--- src/tdmps_params.svh ---
// constants for the tdm pcm serial port: offsets, fields, reset values, timing
`ifndef TDMPS_PARAMS_SVH
`define TDMPS_PARAMS_SVH

// ----------------------------------------------------------------------------
// register map (word index = wishbone byte address bits 12:2)
// ----------------------------------------------------------------------------
`define TDMPS_IDX_CTRL       11'h000
`define TDMPS_IDX_STATUS     11'h001
`define TDMPS_IDX_FRAMES     11'h002
`define TDMPS_CTRL_RESET     8'h00
`define TDMPS_CTRL_DRIVE_BIT 6

// status fields
`define TDMPS_ST_LOCKED      0
`define TDMPS_ST_HIGH_PULSE  1
`define TDMPS_ST_FSEL        2
`define TDMPS_ST_GATE_PIN    3
`define TDMPS_ST_DRIVING     4

// ----------------------------------------------------------------------------
// frame geometry and timing
// ----------------------------------------------------------------------------
`define TDMPS_SLOTS          32
`define TDMPS_BITS_PER_SLOT  8
`define TDMPS_CLKS_PER_BIT   2
`define TDMPS_CNT_LAST       9'h1FF
`define TDMPS_IDLE_RUN       3'h4
`define TDMPS_BIT_CLK_KHZ    4096
`define TDMPS_SYS_CLK_KHZ    125000

`endif

--- src/tdmps_pkg.sv ---
// types shared by the tdm pcm serial port
package tdmps_pkg;

  // ----------------------------------------------------------------------------
  // frame pulse format as recognised from the idle level of the pulse line
  // ----------------------------------------------------------------------------
  typedef enum logic [1:0] {
    TDMPS_FMT_NONE,
    TDMPS_FMT_LOW_PULSE,
    TDMPS_FMT_HIGH_PULSE
  } tdmps_fmt_t;

endpackage : tdmps_pkg

--- src/tdmps_serial_port.sv ---
// tdm pcm serial port: pulse format detection, framing, loopback streams, wishbone regs
`include "tdmps_params.svh"

// Summary of operation
// outputs drive only when gate pin and control bit 6 both high
// send-out and receive-out carry 32 timeslots per frame at 2.048 Mb/s
// send-in and receive-in are sampled as 32 timeslots per frame
// frame pulse format recognised automatically from its idle level
// external 4.096 MHz bit clock shifts all four streams
// core clock asynchronous to framing; link signals pass two flip-flops
// master frequency select pin is observed and reported in status
// registers carry 8-bit data on the host bus
// eleven address bits select the internal register
// reset presets all control and status to defaults, drive bit cleared
// frame is 32 slots of 8 bits, two bit clocks per bit
module tdmps_serial_port
  import tdmps_pkg::*;
(
  // system
  input  wire logic        clk,
  input  wire logic        reset,
  // wishbone slave
  input  wire logic        wb_cyc_i,
  input  wire logic        wb_stb_i,
  input  wire logic        wb_we_i,
  input  wire logic [12:0] wb_adr_i,
  input  wire logic [3:0]  wb_sel_i,
  input  wire logic [31:0] wb_dat_i,
  output logic      [31:0] wb_dat_o,
  output logic             wb_ack_o,
  // link pins
  input  wire logic        serial_bit_clock_in,
  input  wire logic        frame_pulse_in,
  input  wire logic        send_in,
  input  wire logic        receive_in,
  input  wire logic        output_drive_gate,
  input  wire logic        freq_select,
  // serial outputs, enables low while driving
  output logic             send_out,
  output logic             send_out_oe_n,
  output logic             receive_out,
  output logic             receive_out_oe_n
);

  // ----------------------------------------------------------------------------
  // input synchronisers
  // ----------------------------------------------------------------------------
  localparam int NSYNC = 6;
  logic [NSYNC-1:0] sync1;
  logic [NSYNC-1:0] sync2;
  logic             bclk_d;
  logic             bclk_s;
  logic             fp_s;
  logic             sin_s;
  logic             rin_s;
  logic             gate_s;
  logic             fsel_s;

  // every link pin passes two flops before use; first stage read by second only
  always_ff @(posedge clk) begin
    if (reset) begin
      sync1 <= '0;
      sync2 <= '0;
    end else begin
      sync1 <= {freq_select, output_drive_gate, receive_in, send_in, frame_pulse_in,
                serial_bit_clock_in};
      sync2 <= sync1;
    end
  end

  assign bclk_s = sync2[0];
  assign fp_s   = sync2[1];
  assign sin_s  = sync2[2];
  assign rin_s  = sync2[3];
  assign gate_s = sync2[4];
  assign fsel_s = sync2[5];

  // ----------------------------------------------------------------------------
  // bit clock edge detection
  // ----------------------------------------------------------------------------
  logic bit_edge;

  // edge taken from the second stage, never from the first
  always_ff @(posedge clk) begin
    if (reset) begin
      bclk_d <= 1'b0;
    end else begin
      bclk_d <= bclk_s;
    end
  end

  assign bit_edge = bclk_s & ~bclk_d;

  // ----------------------------------------------------------------------------
  // frame pulse format recognition
  // ----------------------------------------------------------------------------
  tdmps_fmt_t fmt;
  logic [2:0] run;
  logic       fp_prev;
  logic       frame_start;
  logic       idle_level;
  assign idle_level  = (fmt == TDMPS_FMT_LOW_PULSE);
  // a pulse is any departure from the settled idle level
  assign frame_start = bit_edge && (fmt != TDMPS_FMT_NONE) &&
                       (fp_s != idle_level) && (fp_prev == idle_level);

  // idle level is the one that holds for several bit clocks; no setting needed
  always_ff @(posedge clk) begin
    if (reset) begin
      fmt     <= TDMPS_FMT_NONE;
      run     <= 3'h0;
      fp_prev <= 1'b0;
    end else if (bit_edge) begin
      fp_prev <= fp_s;
      if (fp_s != fp_prev) begin
        run <= 3'h0;
      end else if (run != `TDMPS_IDLE_RUN) begin
        run <= run + 3'h1;
      end else begin
        fmt <= fp_s ? TDMPS_FMT_LOW_PULSE : TDMPS_FMT_HIGH_PULSE;
      end
    end
  end

  // ----------------------------------------------------------------------------
  // frame counter: slot in [8:4], bit in [3:1], half bit in [0]
  // ----------------------------------------------------------------------------
  logic [8:0] cnt;
  logic [4:0] slot;
  logic [7:0] frames;
  assign slot = cnt[8:4];

  // counter realigns on every recognised pulse, free-runs in between
  always_ff @(posedge clk) begin
    if (reset) begin
      cnt    <= 9'h000;
      frames <= 8'h00;
    end else if (frame_start) begin
      cnt    <= 9'h000;
      frames <= frames + 8'h01;
    end else if (bit_edge) begin
      cnt <= (cnt == `TDMPS_CNT_LAST) ? 9'h000 : cnt + 9'h001;
    end
  end

  // ----------------------------------------------------------------------------
  // receive side: shift both inputs, store each slot
  // ----------------------------------------------------------------------------
  logic [7:0]  sin_sh;
  logic [7:0]  rin_sh;
  logic        wr_en;
  logic [15:0] rd_data;
  logic [4:0]  rd_addr;
  // cnt still holds the previous position at an edge: even means second clock of a bit
  always_ff @(posedge clk) begin
    if (reset) begin
      sin_sh <= 8'h00;
      rin_sh <= 8'h00;
    end else if (bit_edge && !cnt[0]) begin
      sin_sh <= {sin_sh[6:0], sin_s};
      rin_sh <= {rin_sh[6:0], rin_s};
    end
  end

  // eighth sample is taken as cnt moves 14 to 15, so slot still names its own slot
  always_ff @(posedge clk) begin
    if (reset) begin
      wr_en <= 1'b0;
    end else begin
      wr_en <= bit_edge && !frame_start && (cnt[3:0] == 4'hE);
    end
  end

  assign rd_addr = slot + 5'h01;

  tdmps_slot_mem #(
    .WIDTH (16),
    .DEPTH (`TDMPS_SLOTS),
    .AW    (5)
  ) u_mem (
    .clk     (clk),
    .wr_en   (wr_en),
    .wr_addr (slot),
    .wr_data ({sin_sh, rin_sh}),
    .rd_addr (rd_addr),
    .rd_data (rd_data)
  );

  // ----------------------------------------------------------------------------
  // transmit side: one frame loopback, msb first, bit held two bit clocks
  // ----------------------------------------------------------------------------
  logic [7:0] sout_sh;
  logic [7:0] rout_sh;

  // reload at slot start with next slot's byte read during the previous slot
  always_ff @(posedge clk) begin
    if (reset) begin
      sout_sh <= 8'h00;
      rout_sh <= 8'h00;
    end else if (bit_edge && cnt[3:0] == 4'hF) begin
      sout_sh <= rd_data[15:8];
      rout_sh <= rd_data[7:0];
    end else if (bit_edge && cnt[0]) begin
      sout_sh <= {sout_sh[6:0], 1'b0};
      rout_sh <= {rout_sh[6:0], 1'b0};
    end
  end

  // data pins come from flops; level follows shift msb
  always_ff @(posedge clk) begin
    if (reset) begin
      send_out    <= 1'b0;
      receive_out <= 1'b0;
    end else begin
      send_out    <= sout_sh[7];
      receive_out <= rout_sh[7];
    end
  end

  // ----------------------------------------------------------------------------
  // control register and output gating
  // ----------------------------------------------------------------------------
  logic [7:0]  ctrl;
  logic [10:0] idx;
  logic        access;
  logic        driving;

  assign idx    = wb_adr_i[12:2];
  assign access = wb_cyc_i && wb_stb_i && !wb_ack_o;

  // only the low byte lane holds register data
  always_ff @(posedge clk) begin
    if (reset) begin
      ctrl <= `TDMPS_CTRL_RESET;
    end else if (access && wb_we_i && wb_sel_i[0] && idx == `TDMPS_IDX_CTRL) begin
      ctrl <= wb_dat_i[7:0];
    end
  end

  assign driving = gate_s && ctrl[`TDMPS_CTRL_DRIVE_BIT];

  // both enables follow the and of pin and bit; high means released
  always_ff @(posedge clk) begin
    if (reset) begin
      send_out_oe_n    <= 1'b1;
      receive_out_oe_n <= 1'b1;
    end else begin
      send_out_oe_n    <= !driving;
      receive_out_oe_n <= !driving;
    end
  end

  // ----------------------------------------------------------------------------
  // wishbone slave: one wait state, unmapped reads return zero
  // ----------------------------------------------------------------------------
  logic [7:0] status;
  logic [7:0] next_rdata;

  assign status = {3'h0, driving, gate_s, fsel_s, fmt == TDMPS_FMT_HIGH_PULSE,
                   fmt != TDMPS_FMT_NONE};

  // decode of eleven address bits; unused codes read zero
  always_comb begin
    case (idx)
      `TDMPS_IDX_CTRL:   next_rdata = ctrl;
      `TDMPS_IDX_STATUS: next_rdata = status;
      `TDMPS_IDX_FRAMES: next_rdata = frames;
      default:           next_rdata = 8'h00;
    endcase
  end

  // ack for exactly one cycle, data captured alongside it
  always_ff @(posedge clk) begin
    if (reset) begin
      wb_ack_o <= 1'b0;
      wb_dat_o <= 32'h0000_0000;
    end else begin
      wb_ack_o <= access;
      if (access && !wb_we_i) begin
        wb_dat_o <= {24'h000000, next_rdata};
      end
    end
  end

  // ----------------------------------------------------------------------------
  // assertions
  // ----------------------------------------------------------------------------
  property p_drive_gate;
    @(posedge clk) disable iff (reset)
      (gate_s && ctrl[`TDMPS_CTRL_DRIVE_BIT]) |=> (!send_out_oe_n && !receive_out_oe_n);
  endproperty
  a_drive_gate: assert property (p_drive_gate) else $error("outputs not driven");
  property p_release;
    @(posedge clk) disable iff (reset)
      (!gate_s || !ctrl[`TDMPS_CTRL_DRIVE_BIT]) |=> (send_out_oe_n && receive_out_oe_n);
  endproperty
  a_release: assert property (p_release) else $error("outputs driven while gated");
  property p_wrap;
    @(posedge clk) disable iff (reset)
      (bit_edge && !frame_start && cnt == `TDMPS_CNT_LAST) |=> (cnt == 9'h000);
  endproperty
  a_wrap: assert property (p_wrap) else $error("frame counter did not wrap");
  property p_slot_write;
    @(posedge clk) disable iff (reset)
      (bit_edge && !frame_start && cnt[3:0] == 4'hE) |=> wr_en;
  endproperty
  a_slot_write: assert property (p_slot_write) else $error("slot not stored");
  property p_align;
    @(posedge clk) disable iff (reset)
      frame_start |=> (cnt == 9'h000) ##1 (cnt == 9'h000);
  endproperty
  a_align: assert property (p_align) else $error("frame not realigned");
  property p_edge_single;
    @(posedge clk) disable iff (reset)
      bit_edge |=> !bit_edge;
  endproperty
  a_edge_single: assert property (p_edge_single) else $error("edge lasted two cycles");
  property p_ack_once;
    @(posedge clk) disable iff (reset)
      access |=> wb_ack_o ##1 !wb_ack_o;
  endproperty
  a_ack_once: assert property (p_ack_once) else $error("ack not a single pulse");
  property p_ctrl_read;
    @(posedge clk) disable iff (reset)
      (access && !wb_we_i && idx == 11'h000) |=> (wb_dat_o == {24'h000000, $past(ctrl)});
  endproperty
  a_ctrl_read: assert property (p_ctrl_read) else $error("control read mismatch");
  property p_reset_ctrl;
    @(posedge clk) reset |=> (ctrl == 8'h00 && send_out_oe_n && fmt == TDMPS_FMT_NONE);
  endproperty
  a_reset_ctrl: assert property (p_reset_ctrl) else $error("reset defaults wrong");
  property p_bit_hold;
    @(posedge clk) disable iff (reset)
      (bit_edge && !cnt[0] && !frame_start) |=> $stable(sout_sh);
  endproperty
  a_bit_hold: assert property (p_bit_hold) else $error("bit held under two clocks");

endmodule : tdmps_serial_port

--- src/tdmps_slot_mem.sv ---
// per-timeslot sample store, one write and one registered read port
module tdmps_slot_mem #(
  parameter int WIDTH = 16,
  parameter int DEPTH = 32,
  parameter int AW    = 5
) (
  // clock
  input  wire logic             clk,
  // write side
  input  wire logic             wr_en,
  input  wire logic [AW-1:0]    wr_addr,
  input  wire logic [WIDTH-1:0] wr_data,
  // read side
  input  wire logic [AW-1:0]    rd_addr,
  output logic      [WIDTH-1:0] rd_data
);

  logic [WIDTH-1:0] mem [DEPTH];

  // storage has no reset: contents are don't-care until first frame written
  always_ff @(posedge clk) begin
    if (wr_en) begin
      mem[wr_addr] <= wr_data;
    end
  end

  // registered read port
  always_ff @(posedge clk) begin
    rd_data <= mem[rd_addr];
  end

endmodule : tdmps_slot_mem

--- config.mk ---
export PLATFORM = sky130hd
export DESIGN_NAME = tdmps_serial_port
export DESIGN_NICKNAME = d
export VERILOG_FILES = /design/src/tdmps_pkg.sv /design/src/tdmps_serial_port.sv /design/src/tdmps_slot_mem.sv
export VERILOG_INCLUDE_DIRS = /design/src
export SDC_FILE = /design/constraint.sdc
export NUM_CORES = 1
export LEC_CHECK = 0
export BUFFER_PORTS_ARGS = -buffer_cell sky130_fd_sc_hd__buf_2
export CAP_MARGIN = 20
export CORE_AREA = 2 2 224 226
export CTS_CLUSTER_DIAMETER = 150
export DETAILED_ROUTE_END_ITERATION = 10
export DIE_AREA = 0 0 226 228
export PLACE_DENSITY = 0.75
export SKIP_LAST_GASP = 1
export SYNTH_ARGS = -nofsm -noshare
export SYNTH_HDL_FRONTEND = slang
export SYNTH_SLANG_ARGS = --single-unit
--- constraint.sdc ---
create_clock -name clk -period 3.85 [get_ports clk]
set_input_delay 0.385 -clock clk [delete_from_list [all_inputs] [get_ports clk]]
set_output_delay 0.385 -clock clk [all_outputs]
set_load 0.01 [all_outputs]
==> results of run 1 <==
worst min path at each step:
| stage | start | endpoint | slack [ns] | cells after the start |
|---|---|---|---|---|
| CTS | wb_dat_i[1] | ctrl[1] | 0.02 | 3 |
| finish | wb_dat_i[1] | ctrl[1] | 0.04 | 3 |
| global route | wb_dat_i[1] | ctrl[1] | 0.05 | 3 |
| floorplan | sync2[4] | receive_out_oe_n | 0.39 | 1 |
| detailed placement | sync2[4] | receive_out_oe_n | 0.42 | 1 |
| global placement | sync2[4] | receive_out_oe_n | 0.41 | 1 |
through the flow:
stage               power [mW]  instances  hold WS (ns)
CTS                       13.1       2170        0.0185
detailed placement        7.37       2056         0.419
global route              13.3       2172        0.0450
floorplan                 7.36       1384         0.393
finish                    13.0       2173        0.0398
global placement          7.37       2052         0.412
worst min-delay path, stage by stage:
cell,delay [ns]
buf_2,0.10
nand3_1,0.06
a21oi_1,0.05
sequential cells by signal (all words and copies together), names as in the netlist, 8 cells and up:
register       cells
cnt                9
ctrl               8
frames             8
rin_sh             8
rout_sh            8
sin_sh             8
sout_sh            8
u_mem.mem        512
u_mem.rd_data     16
wb_dat_o           8
cells in the final DEF (no fill, tap or decap), types with 4 or more instances in the layout:
cell and n:
a2111oi_0 4, a2111oi_1 5, a2111oi_2 11, a21oi_1 74, a221oi_1 16, a311oi_1 14, buf_16 6, buf_2 43
buf_4 55, bufinv_16 9, clkbuf_1 19, clkbuf_16 58, clkinv_1 7, clkinv_2 12, conb_1 24, dfxtp_1 104
dlygate4sd3_1 6, edfxtp_1 512, ha_1 9, inv_1 9, mux2_2 35, mux2i_1 23, mux4_2 128, nand2_1 76
nand2b_1 5, nand3_1 37, nand3b_1 10, nor2_1 67, nor2b_1 33, nor3_1 9, nor3_2 4, o21ai_0 12
xnor2_1 12
routing by layer:
metal  track usage [%]  share of wire [%]
met1              26.8                 38
met4              8.03                3.4
met5                 0              0.034
met2              34.1                 50
met3              4.56                7.8
where the power goes:
part           switching, mW  internal [mW]  leakage (nW)
sequential           0.00833           7.13          5.60
combinational         0.0606         0.0308          2.14
clock                   2.41           3.38         0.933
final cells by class:
type	instances	area [um2]
diodes	1	2.50
clock buffers	77	1520
clock inverters	31	389
fillers	3638	21900
inverters	9	33.8
multi-input cells	654	6300
flip-flops and latches	617	17500
well taps	672	841
repair buffers	112	893
logic make-up after synthesis:
family	Yosys count	synth area share, %
DFF	617	71.9
and+or+nand+nor	265	5.28
muxes	187	14.5
AOI/OAI and AO/OA	153	4.45
buffers and inverters	113	2.68
xor gates and xnor gates	15	0.618
adders and majority gates	10	0.515
other	1	0.0154
what timing repair did:
| item | in CTS | in global routing |
|---|---|---|
| endpoints found under the hold margin | 6 | 0 |
| hold buffers | 6 | 0 |
| setup buffers | 0 | 0 |
==> results.cfg, run 1 <==
[floorplanning]
core_area_um2 = 49300
die_h_um = 228
initial_core_util_pct = 49.2
die_w_um = 226
num_rows = 82
io_pins = 97
die-area_um2 = 51500

[global_routing]
antenna_found_initial = 2
grt_max_degree = 68
grt-ovfl-total = 0
grt_pass1_vias = 12813
grt_pass1_wl_um = 78400
grt_usage_pct = 20.7

[critical_path]
rr_startpoint = cnt[4]
timing.rr.end = u_mem.rd_data[7]
path_cells = inv_1, ha_4, buf_12, mux4_2, nor2b_1, a221oi_1, a2111oi_2
critPathMaxFanout = 47
cp-start-kind = flop
r2r_cells = 7
cp.arrival_ns = 3.49
crit_buf_inv = 2
end_kind = flop
path_depth = 7
crit_slowest_cell = dfxtp_4
reg2reg_slack_ns = 0.81
max_stage_delay_ns = 0.66
worstSetupStartpoint = cnt[4]
path_class = flop to flop
path_delay_family = flip-flops
crit_end = u_mem.rd_data[7]
cp.required_ns = 4.30

[synthesis]
synth_edf_count = 512
yosysMostFrequentCell = edfxtp_1
async_flop_share_pct = 0
synth.distinct_cells = 61
ys_seq_area_share_pct = 71.9
synth_seq_cells = 617
synth_top_area_share_pct = 63.3
ys.warnings.count = 0
ys_top_cells_by_count = edfxtp_1, mux4_2, dfxtp_1
synthFlopType = edfxtp_1
synthTopCellsByArea = edfxtp_1, mux4_2, dfxtp_1, mux2_2, a21oi_1
syn_area_um2 = 24300
syn_inst = 1361
synth_area_leader_cell = edfxtp_1
avgSynthCellArea_um2 = 17.9

[drt]
drtAntennaViolNets = 0
drt_iter0_markers = 1220
dr_total_vias = 12695
routed_wl_um = 52900
wl_per_cell_um = 24.4
drt-pass1-iter-count = 7
drc = 0
viasPerCell = 5.84

[sta]
setup_violations = 0
tightestPinTransition_ns = 1.04
clock.fmax_mhz = 329
grt_setup_unrepaired = false
period_needed_ns = 3.04
tns_ns = 0
maxSlewViolCount = 0
layout_setup_ws_ns = 0.808
hold_violations = 0
period_share_pct = 79.0
fin_skew_ns = 0.0173
max_slew_margin_pct = 30.8

[job]
drv_cap = 0

[placed_design]
dpl_cell_area_um2 = 25400
gp_congestion = 0.806
io_buffer_count = 43
place_ws_ns = 0.781
dpl.hpwl_um = 30500

[run_status]
run_status = finished, final reports clean

[cts]
post_cts_resize_count = 0
path_clk_slew_ns = 0.06
cts_buffers = 58
cts_sinks = 617
root_buffer = clkbuf_16
htreeDepth = 2
clock_latency_ns = 0.62
cts_tree = built
clk_path_buf_depth = 3

[layout]
layout.nets = 1522
fin_util_pct = 55.6
stdcell_area_um2 = 27500
drive_gt1_share_pct = 25.0
syn2layout_area_growth_pct = 13.0

[worst_hold_path]
hp-class = input port to flop

[power]
p_per_area_nw_per_um2 = 474
p_leak_nw = 8.67
ir_worst_vdd_mv = 0.327
(Power assumes the default switching activity.)
==> run 2: changes to the inputs <==
clock period = 3.1 ns   (was 3.85 ns; I/O delays follow)
==> results.cfg, run 2 (synthesized netlist as in run 1, its figures left out) <==
[sta]
tns_ns = 0
maxSlewViolCount = 0
tightestPinTransition_ns = 1.06
grt_setup_unrepaired = false
layout_setup_ws_ns = 0.374
setup_violations = 0
clock.fmax_mhz = 367
fin_skew_ns = 0.0216
period_share_pct = 87.9
hold_violations = 0
period_needed_ns = 2.73
max_slew_margin_pct = 29.2

[critical_path]
cp.arrival_ns = 3.17
end_kind = flop
path_class = flop to flop
path_cells = inv_1, ha_4, buf_12, buf_4, mux4_2, mux2i_1, a2111oi_1
crit_slowest_cell = dfxtp_1
worstSetupStartpoint = cnt[5]
critPathMaxFanout = 41
max_stage_delay_ns = 0.52
rr_startpoint = cnt[5]
cp-start-kind = flop
cp.required_ns = 3.55

[drt]
viasPerCell = 5.80
dr_total_vias = 12743
wl_per_cell_um = 23.3
wl_met3_um = 3340
wl_met2_um = 25700
drtAntennaViolNets = 0
top_layer = met4
drt-pass1-iter-count = 7
routed_wl_um = 51200
drt_iter0_markers = 1331
drc = 0
met1Wirelength_um = 20500

[job]
drv_cap = 0

[floorplanning]
die_w_um = 226
die_h_um = 228
core_area_um2 = 49300
die-area_um2 = 51500
io_pins = 97
initial_core_util_pct = 49.2
num_rows = 82

[global_routing]
antenna_found_initial = 0
grt_max_degree = 66
grt-ovfl-total = 0
grt_usage_pct = 20.1
grt_pass1_vias = 12514
grt_pass1_wl_um = 76300

[layout]
drive_gt1_share_pct = 26.3
layout_common_cells = edfxtp_1, mux4_2, dfxtp_1
layout_commonest_cell = edfxtp_1
largest_register = u_mem.mem
diodes = 0
layout.nets = 1551
largest_reg_flops = 512
largestRegisters = u_mem.mem: 512 flops, u_mem.rd_data: 16 flops, cnt: 9 flops
syn2layout_area_growth_pct = 13.7

[power]
p_per_area_nw_per_um2 = 578
ir_worst_vdd_mv = 0.397
p_sw_mw = 2.98
p_int_mw = 13.0
sw_frac_of_total_pct = 18.6
p_leak_nw = 8.80
pwr-share-seq_pct = 55.5
p_comb_share_pct = 0.8
pwr-share-clk_pct = 43.7

[cts]
cts_hold_buf = 14
path_clk_slew_ns = 0.06
cts_tree = built
cts_buffers = 56
cts_sinks = 617
clk_path_buf_depth = 3
clock_latency_ns = 0.61
htreeDepth = 2
post_cts_resize_count = 0
root_buffer = clkbuf_16
post_cts_buffers = 0

[placed_design]
io_buffer_count = 43
place_ws_ns = 0.400
dpl.hpwl_um = 30400
gp_congestion = 0.917

[worst_hold_path]
hp-class = input port to flop
hp-start = wb_adr_i[10]

[run_status]
run_status = finished, final reports clean
-- run 2: worst paths after layout --
check                           to  slack, ns  cells after the start
setup reg to reg  u_mem.rd_data[0]       0.37                      7
hold reg to reg   receive_out_oe_n       0.43                      1
setup / recovery  u_mem.rd_data[0]       0.37                      7
hold / removal         wb_dat_o[3]       0.07                      4
-- run 2: stage by stage --
step / std cells / power [mW] / utilization [%] / instance area (um2) / hold WS (ns)
after detailed placement: 2080 / 9.15 / 51.9 / 25600 / 0.410
after global placement: 2080 / 9.15 / 51.9 / 25600 / 0.406
after CTS: 2195 / 16.1 / 56.0 / 27600 / 0.0535
after global routing: 2196 / 16.4 / 56.0 / 27600 / 0.0984
after floorplan: 1384 / 9.14 / - / 24400 / 0.393
final: 2196 / 16.0 / 56.0 / 27600 / 0.0738
-- run 2: layout make-up --
type | count | area [um2]
fill | 3627 | 21700
sequential | 617 | 17500
clock buffer | 81 | 1620
clock inverter | 20 | 249
timing repair buffer | 143 | 1120
inverter | 9 | 33.8
tap | 672 | 841
multi-input combinational | 654 | 6300
-- run 2: critical path: cells and delay by family (launching register included) --
family / cells / cell delay [ns]
buffers and inverters: 3 / 0.71
muxes: 2 / 0.70
DFF: 1 / 0.52
adders and majority gates: 1 / 0.48
AOI/OAI and AO/OA: 1 / 0.15
-- run 2: layer usage --
layer,global-route usage [%],vias up
met1,26.9,6596
met5,0,-
met3,3.40,97
li1,-,5576
met4,7.76,0
met2,33.0,474
-- run 2: power by group through the flow --
stage	Clock, mW	Combinational [mW]	Sequential [mW]
2_1_floorplan	0	0.0942	9.04
3_3_place_gp	0	0.104	9.05
3_5_place_dp	0	0.107	9.05
4_1_cts	7.11	0.121	8.87
5_1_grt	7.41	0.136	8.86
6_report	6.99	0.124	8.87
==> run 3: changes to the inputs <==
GPL_ROUTABILITY_DRIVEN = 0   (was default)
clock period = 2.9 ns   (was 3.1 ns; I/O delays follow)
==> results.cfg, run 3 (synthesized netlist as in run 1, its figures left out) <==
[worst_hold_path]
hp-class = input port to flop
hp-start = wb_cyc_i
whs_endpoint = wb_ack_o
hold_path_depth = 3

[floorplanning]
die-area_um2 = 51500
die_w_um = 226
num_rows = 82
initial_core_util_pct = 49.2
die_h_um = 228
io_pins = 97
core_area_um2 = 49300

[sta]
max_slew_margin_pct = 27.8
setup_violations = 0
grt_setup_unrepaired = false
tightestPinTransition_ns = 1.08
layout_setup_ws_ns = 0.116
period_needed_ns = 2.78
maxSlewViolCount = 0
fin_skew_ns = 0.0142
clock.fmax_mhz = 359
period_share_pct = 96.0
hold_violations = 0
tns_ns = 0

[critical_path]
end_kind = flop
path_class = flop to flop
cp.required_ns = 3.34
r2r_cells = 7
reg2reg_slack_ns = 0.12
critPathMaxFanout = 20
cp-start-kind = flop
timing.rr.end = u_mem.rd_data[1]
cp.arrival_ns = 3.22
rr_startpoint = cnt[5]

[power]
p_leak_nw = 8.87
ir_worst_vdd_mv = 0.485
pwr-share-clk_pct = 44.7
p_per_area_nw_per_um2 = 626
p_sw_mw = 3.35
pwr-share-seq_pct = 54.5
sw_frac_of_total_pct = 19.2
p_comb_share_pct = 0.8
p_int_mw = 14.1

[drt]
dr_total_vias = 12833
drtAntennaViolNets = 0
drt_iter0_markers = 1305
wl_per_cell_um = 23.6
viasPerCell = 5.79
drt-pass1-iter-count = 7
drc = 0
routed_wl_um = 52400

[global_routing]
grt-ovfl-total = 0
grt_usage_pct = 20.7
grt_pass1_wl_um = 78800
grt_max_degree = 46
grt_pass1_vias = 13017
antenna_found_initial = 2

[cts]
root_buffer = clkbuf_16
path_clk_slew_ns = 0.07
cts_sinks = 617
post_cts_resize_count = 0
cts_buffers = 60
cts_tree = built
clock_latency_ns = 0.62
htreeDepth = 2
clk_path_buf_depth = 3

[job]
drv_cap = 0

[layout]
layout_common_cells = edfxtp_1, mux4_2, dfxtp_1
largestRegisters = u_mem.mem: 512 flops, u_mem.rd_data: 16 flops, cnt: 9 flops
syn2layout_area_growth_pct = 14.4
layout_commonest_cell = edfxtp_1
layout.nets = 1562
largest_reg_flops = 512
diodes = 0
drive_gt1_share_pct = 26.7
largest_register = u_mem.mem

[placed_design]
dpl.hpwl_um = 30700
place_ws_ns = 0.231
io_buffer_count = 43

[run_status]
run_status = finished, final reports clean
==> run 3: worst max path at each step <==
stage           start                to  slack (ns)  cells after the start
2_1_floorplan  cnt[4]  u_mem.mem[14][0]        0.19                      7
3_3_place_gp   cnt[5]  u_mem.rd_data[1]        0.27                      7
3_5_place_dp   cnt[5]  u_mem.rd_data[2]        0.23                      7
4_1_cts        cnt[5]  u_mem.rd_data[9]        0.19                      7
5_1_grt        cnt[5]  u_mem.rd_data[1]        0.09                      7
6_report       cnt[5]  u_mem.rd_data[1]        0.12                      7
==> run 3: power by group through the flow <==
stage,Clock [mW],Sequential (mW),Combinational (mW)
2_1_floorplan,0,9.67,0.101
3_3_place_gp,0,9.67,0.112
3_5_place_dp,0,9.67,0.116
4_1_cts,7.91,9.48,0.132
5_1_grt,8.25,9.48,0.148
6_report,7.79,9.48,0.134
==> run 3: through the flow <==
| stage | util [%] | total power, mW | cell area, um2 | cells | hold slack [ns] |
|---|---|---|---|---|---|
| 3_3_place_gp | 52.0 | 9.78 | 25700 | 2087 | 0.410 |
| 5_1_grt | 56.3 | 17.9 | 27800 | 2216 | 0.0367 |
| 4_1_cts | 56.3 | 17.5 | 27800 | 2216 | 0.00461 |
| 2_1_floorplan | - | 9.77 | 24400 | 1384 | 0.393 |
| 3_5_place_dp | 52.0 | 9.79 | 25700 | 2087 | 0.413 |
| 6_report | 56.3 | 17.4 | 27800 | 2216 | 0.0433 |
==> run 3: per-layer routing <==
| metal | vias to the layer above | GRT usage, % | share of wire (%) |
|---|---|---|---|
| li1 | 5612 | - | - |
| met1 | 6653 | 27.4 | 40 |
| met2 | 483 | 34.4 | 50 |
| met3 | 85 | 4.28 | 6.9 |
| met4 | 0 | 6.50 | 2.7 |
| met5 | - | 0 | 0 |
==> run 3: layout make-up <==
class / instances / area [um2]
clock inverters: 42 / 389
fillers: 3602 / 21500
repair buffers: 150 / 1170
flip-flops and latches: 617 / 17500
inverters: 9 / 33.8
well taps: 672 / 841
multi-input cells: 654 / 6300
clock buffers: 72 / 1600
==> run 3: timing repair <==
item,in CTS,in global routing
buffers inserted,0,0
hold endpoints to repair,15,0
endpoints found under the setup margin,0,0
hold buffers,15,0
==> run 3: critical path: stages, from the launching register on <==
cell and delay, ns:
dfxtp_1 0.56, inv_1 0.16, ha_4 0.48, buf_12 0.22
buf_12 0.15, mux4_2 0.28, a221oi_1 0.59, a2111oi_1 0.14
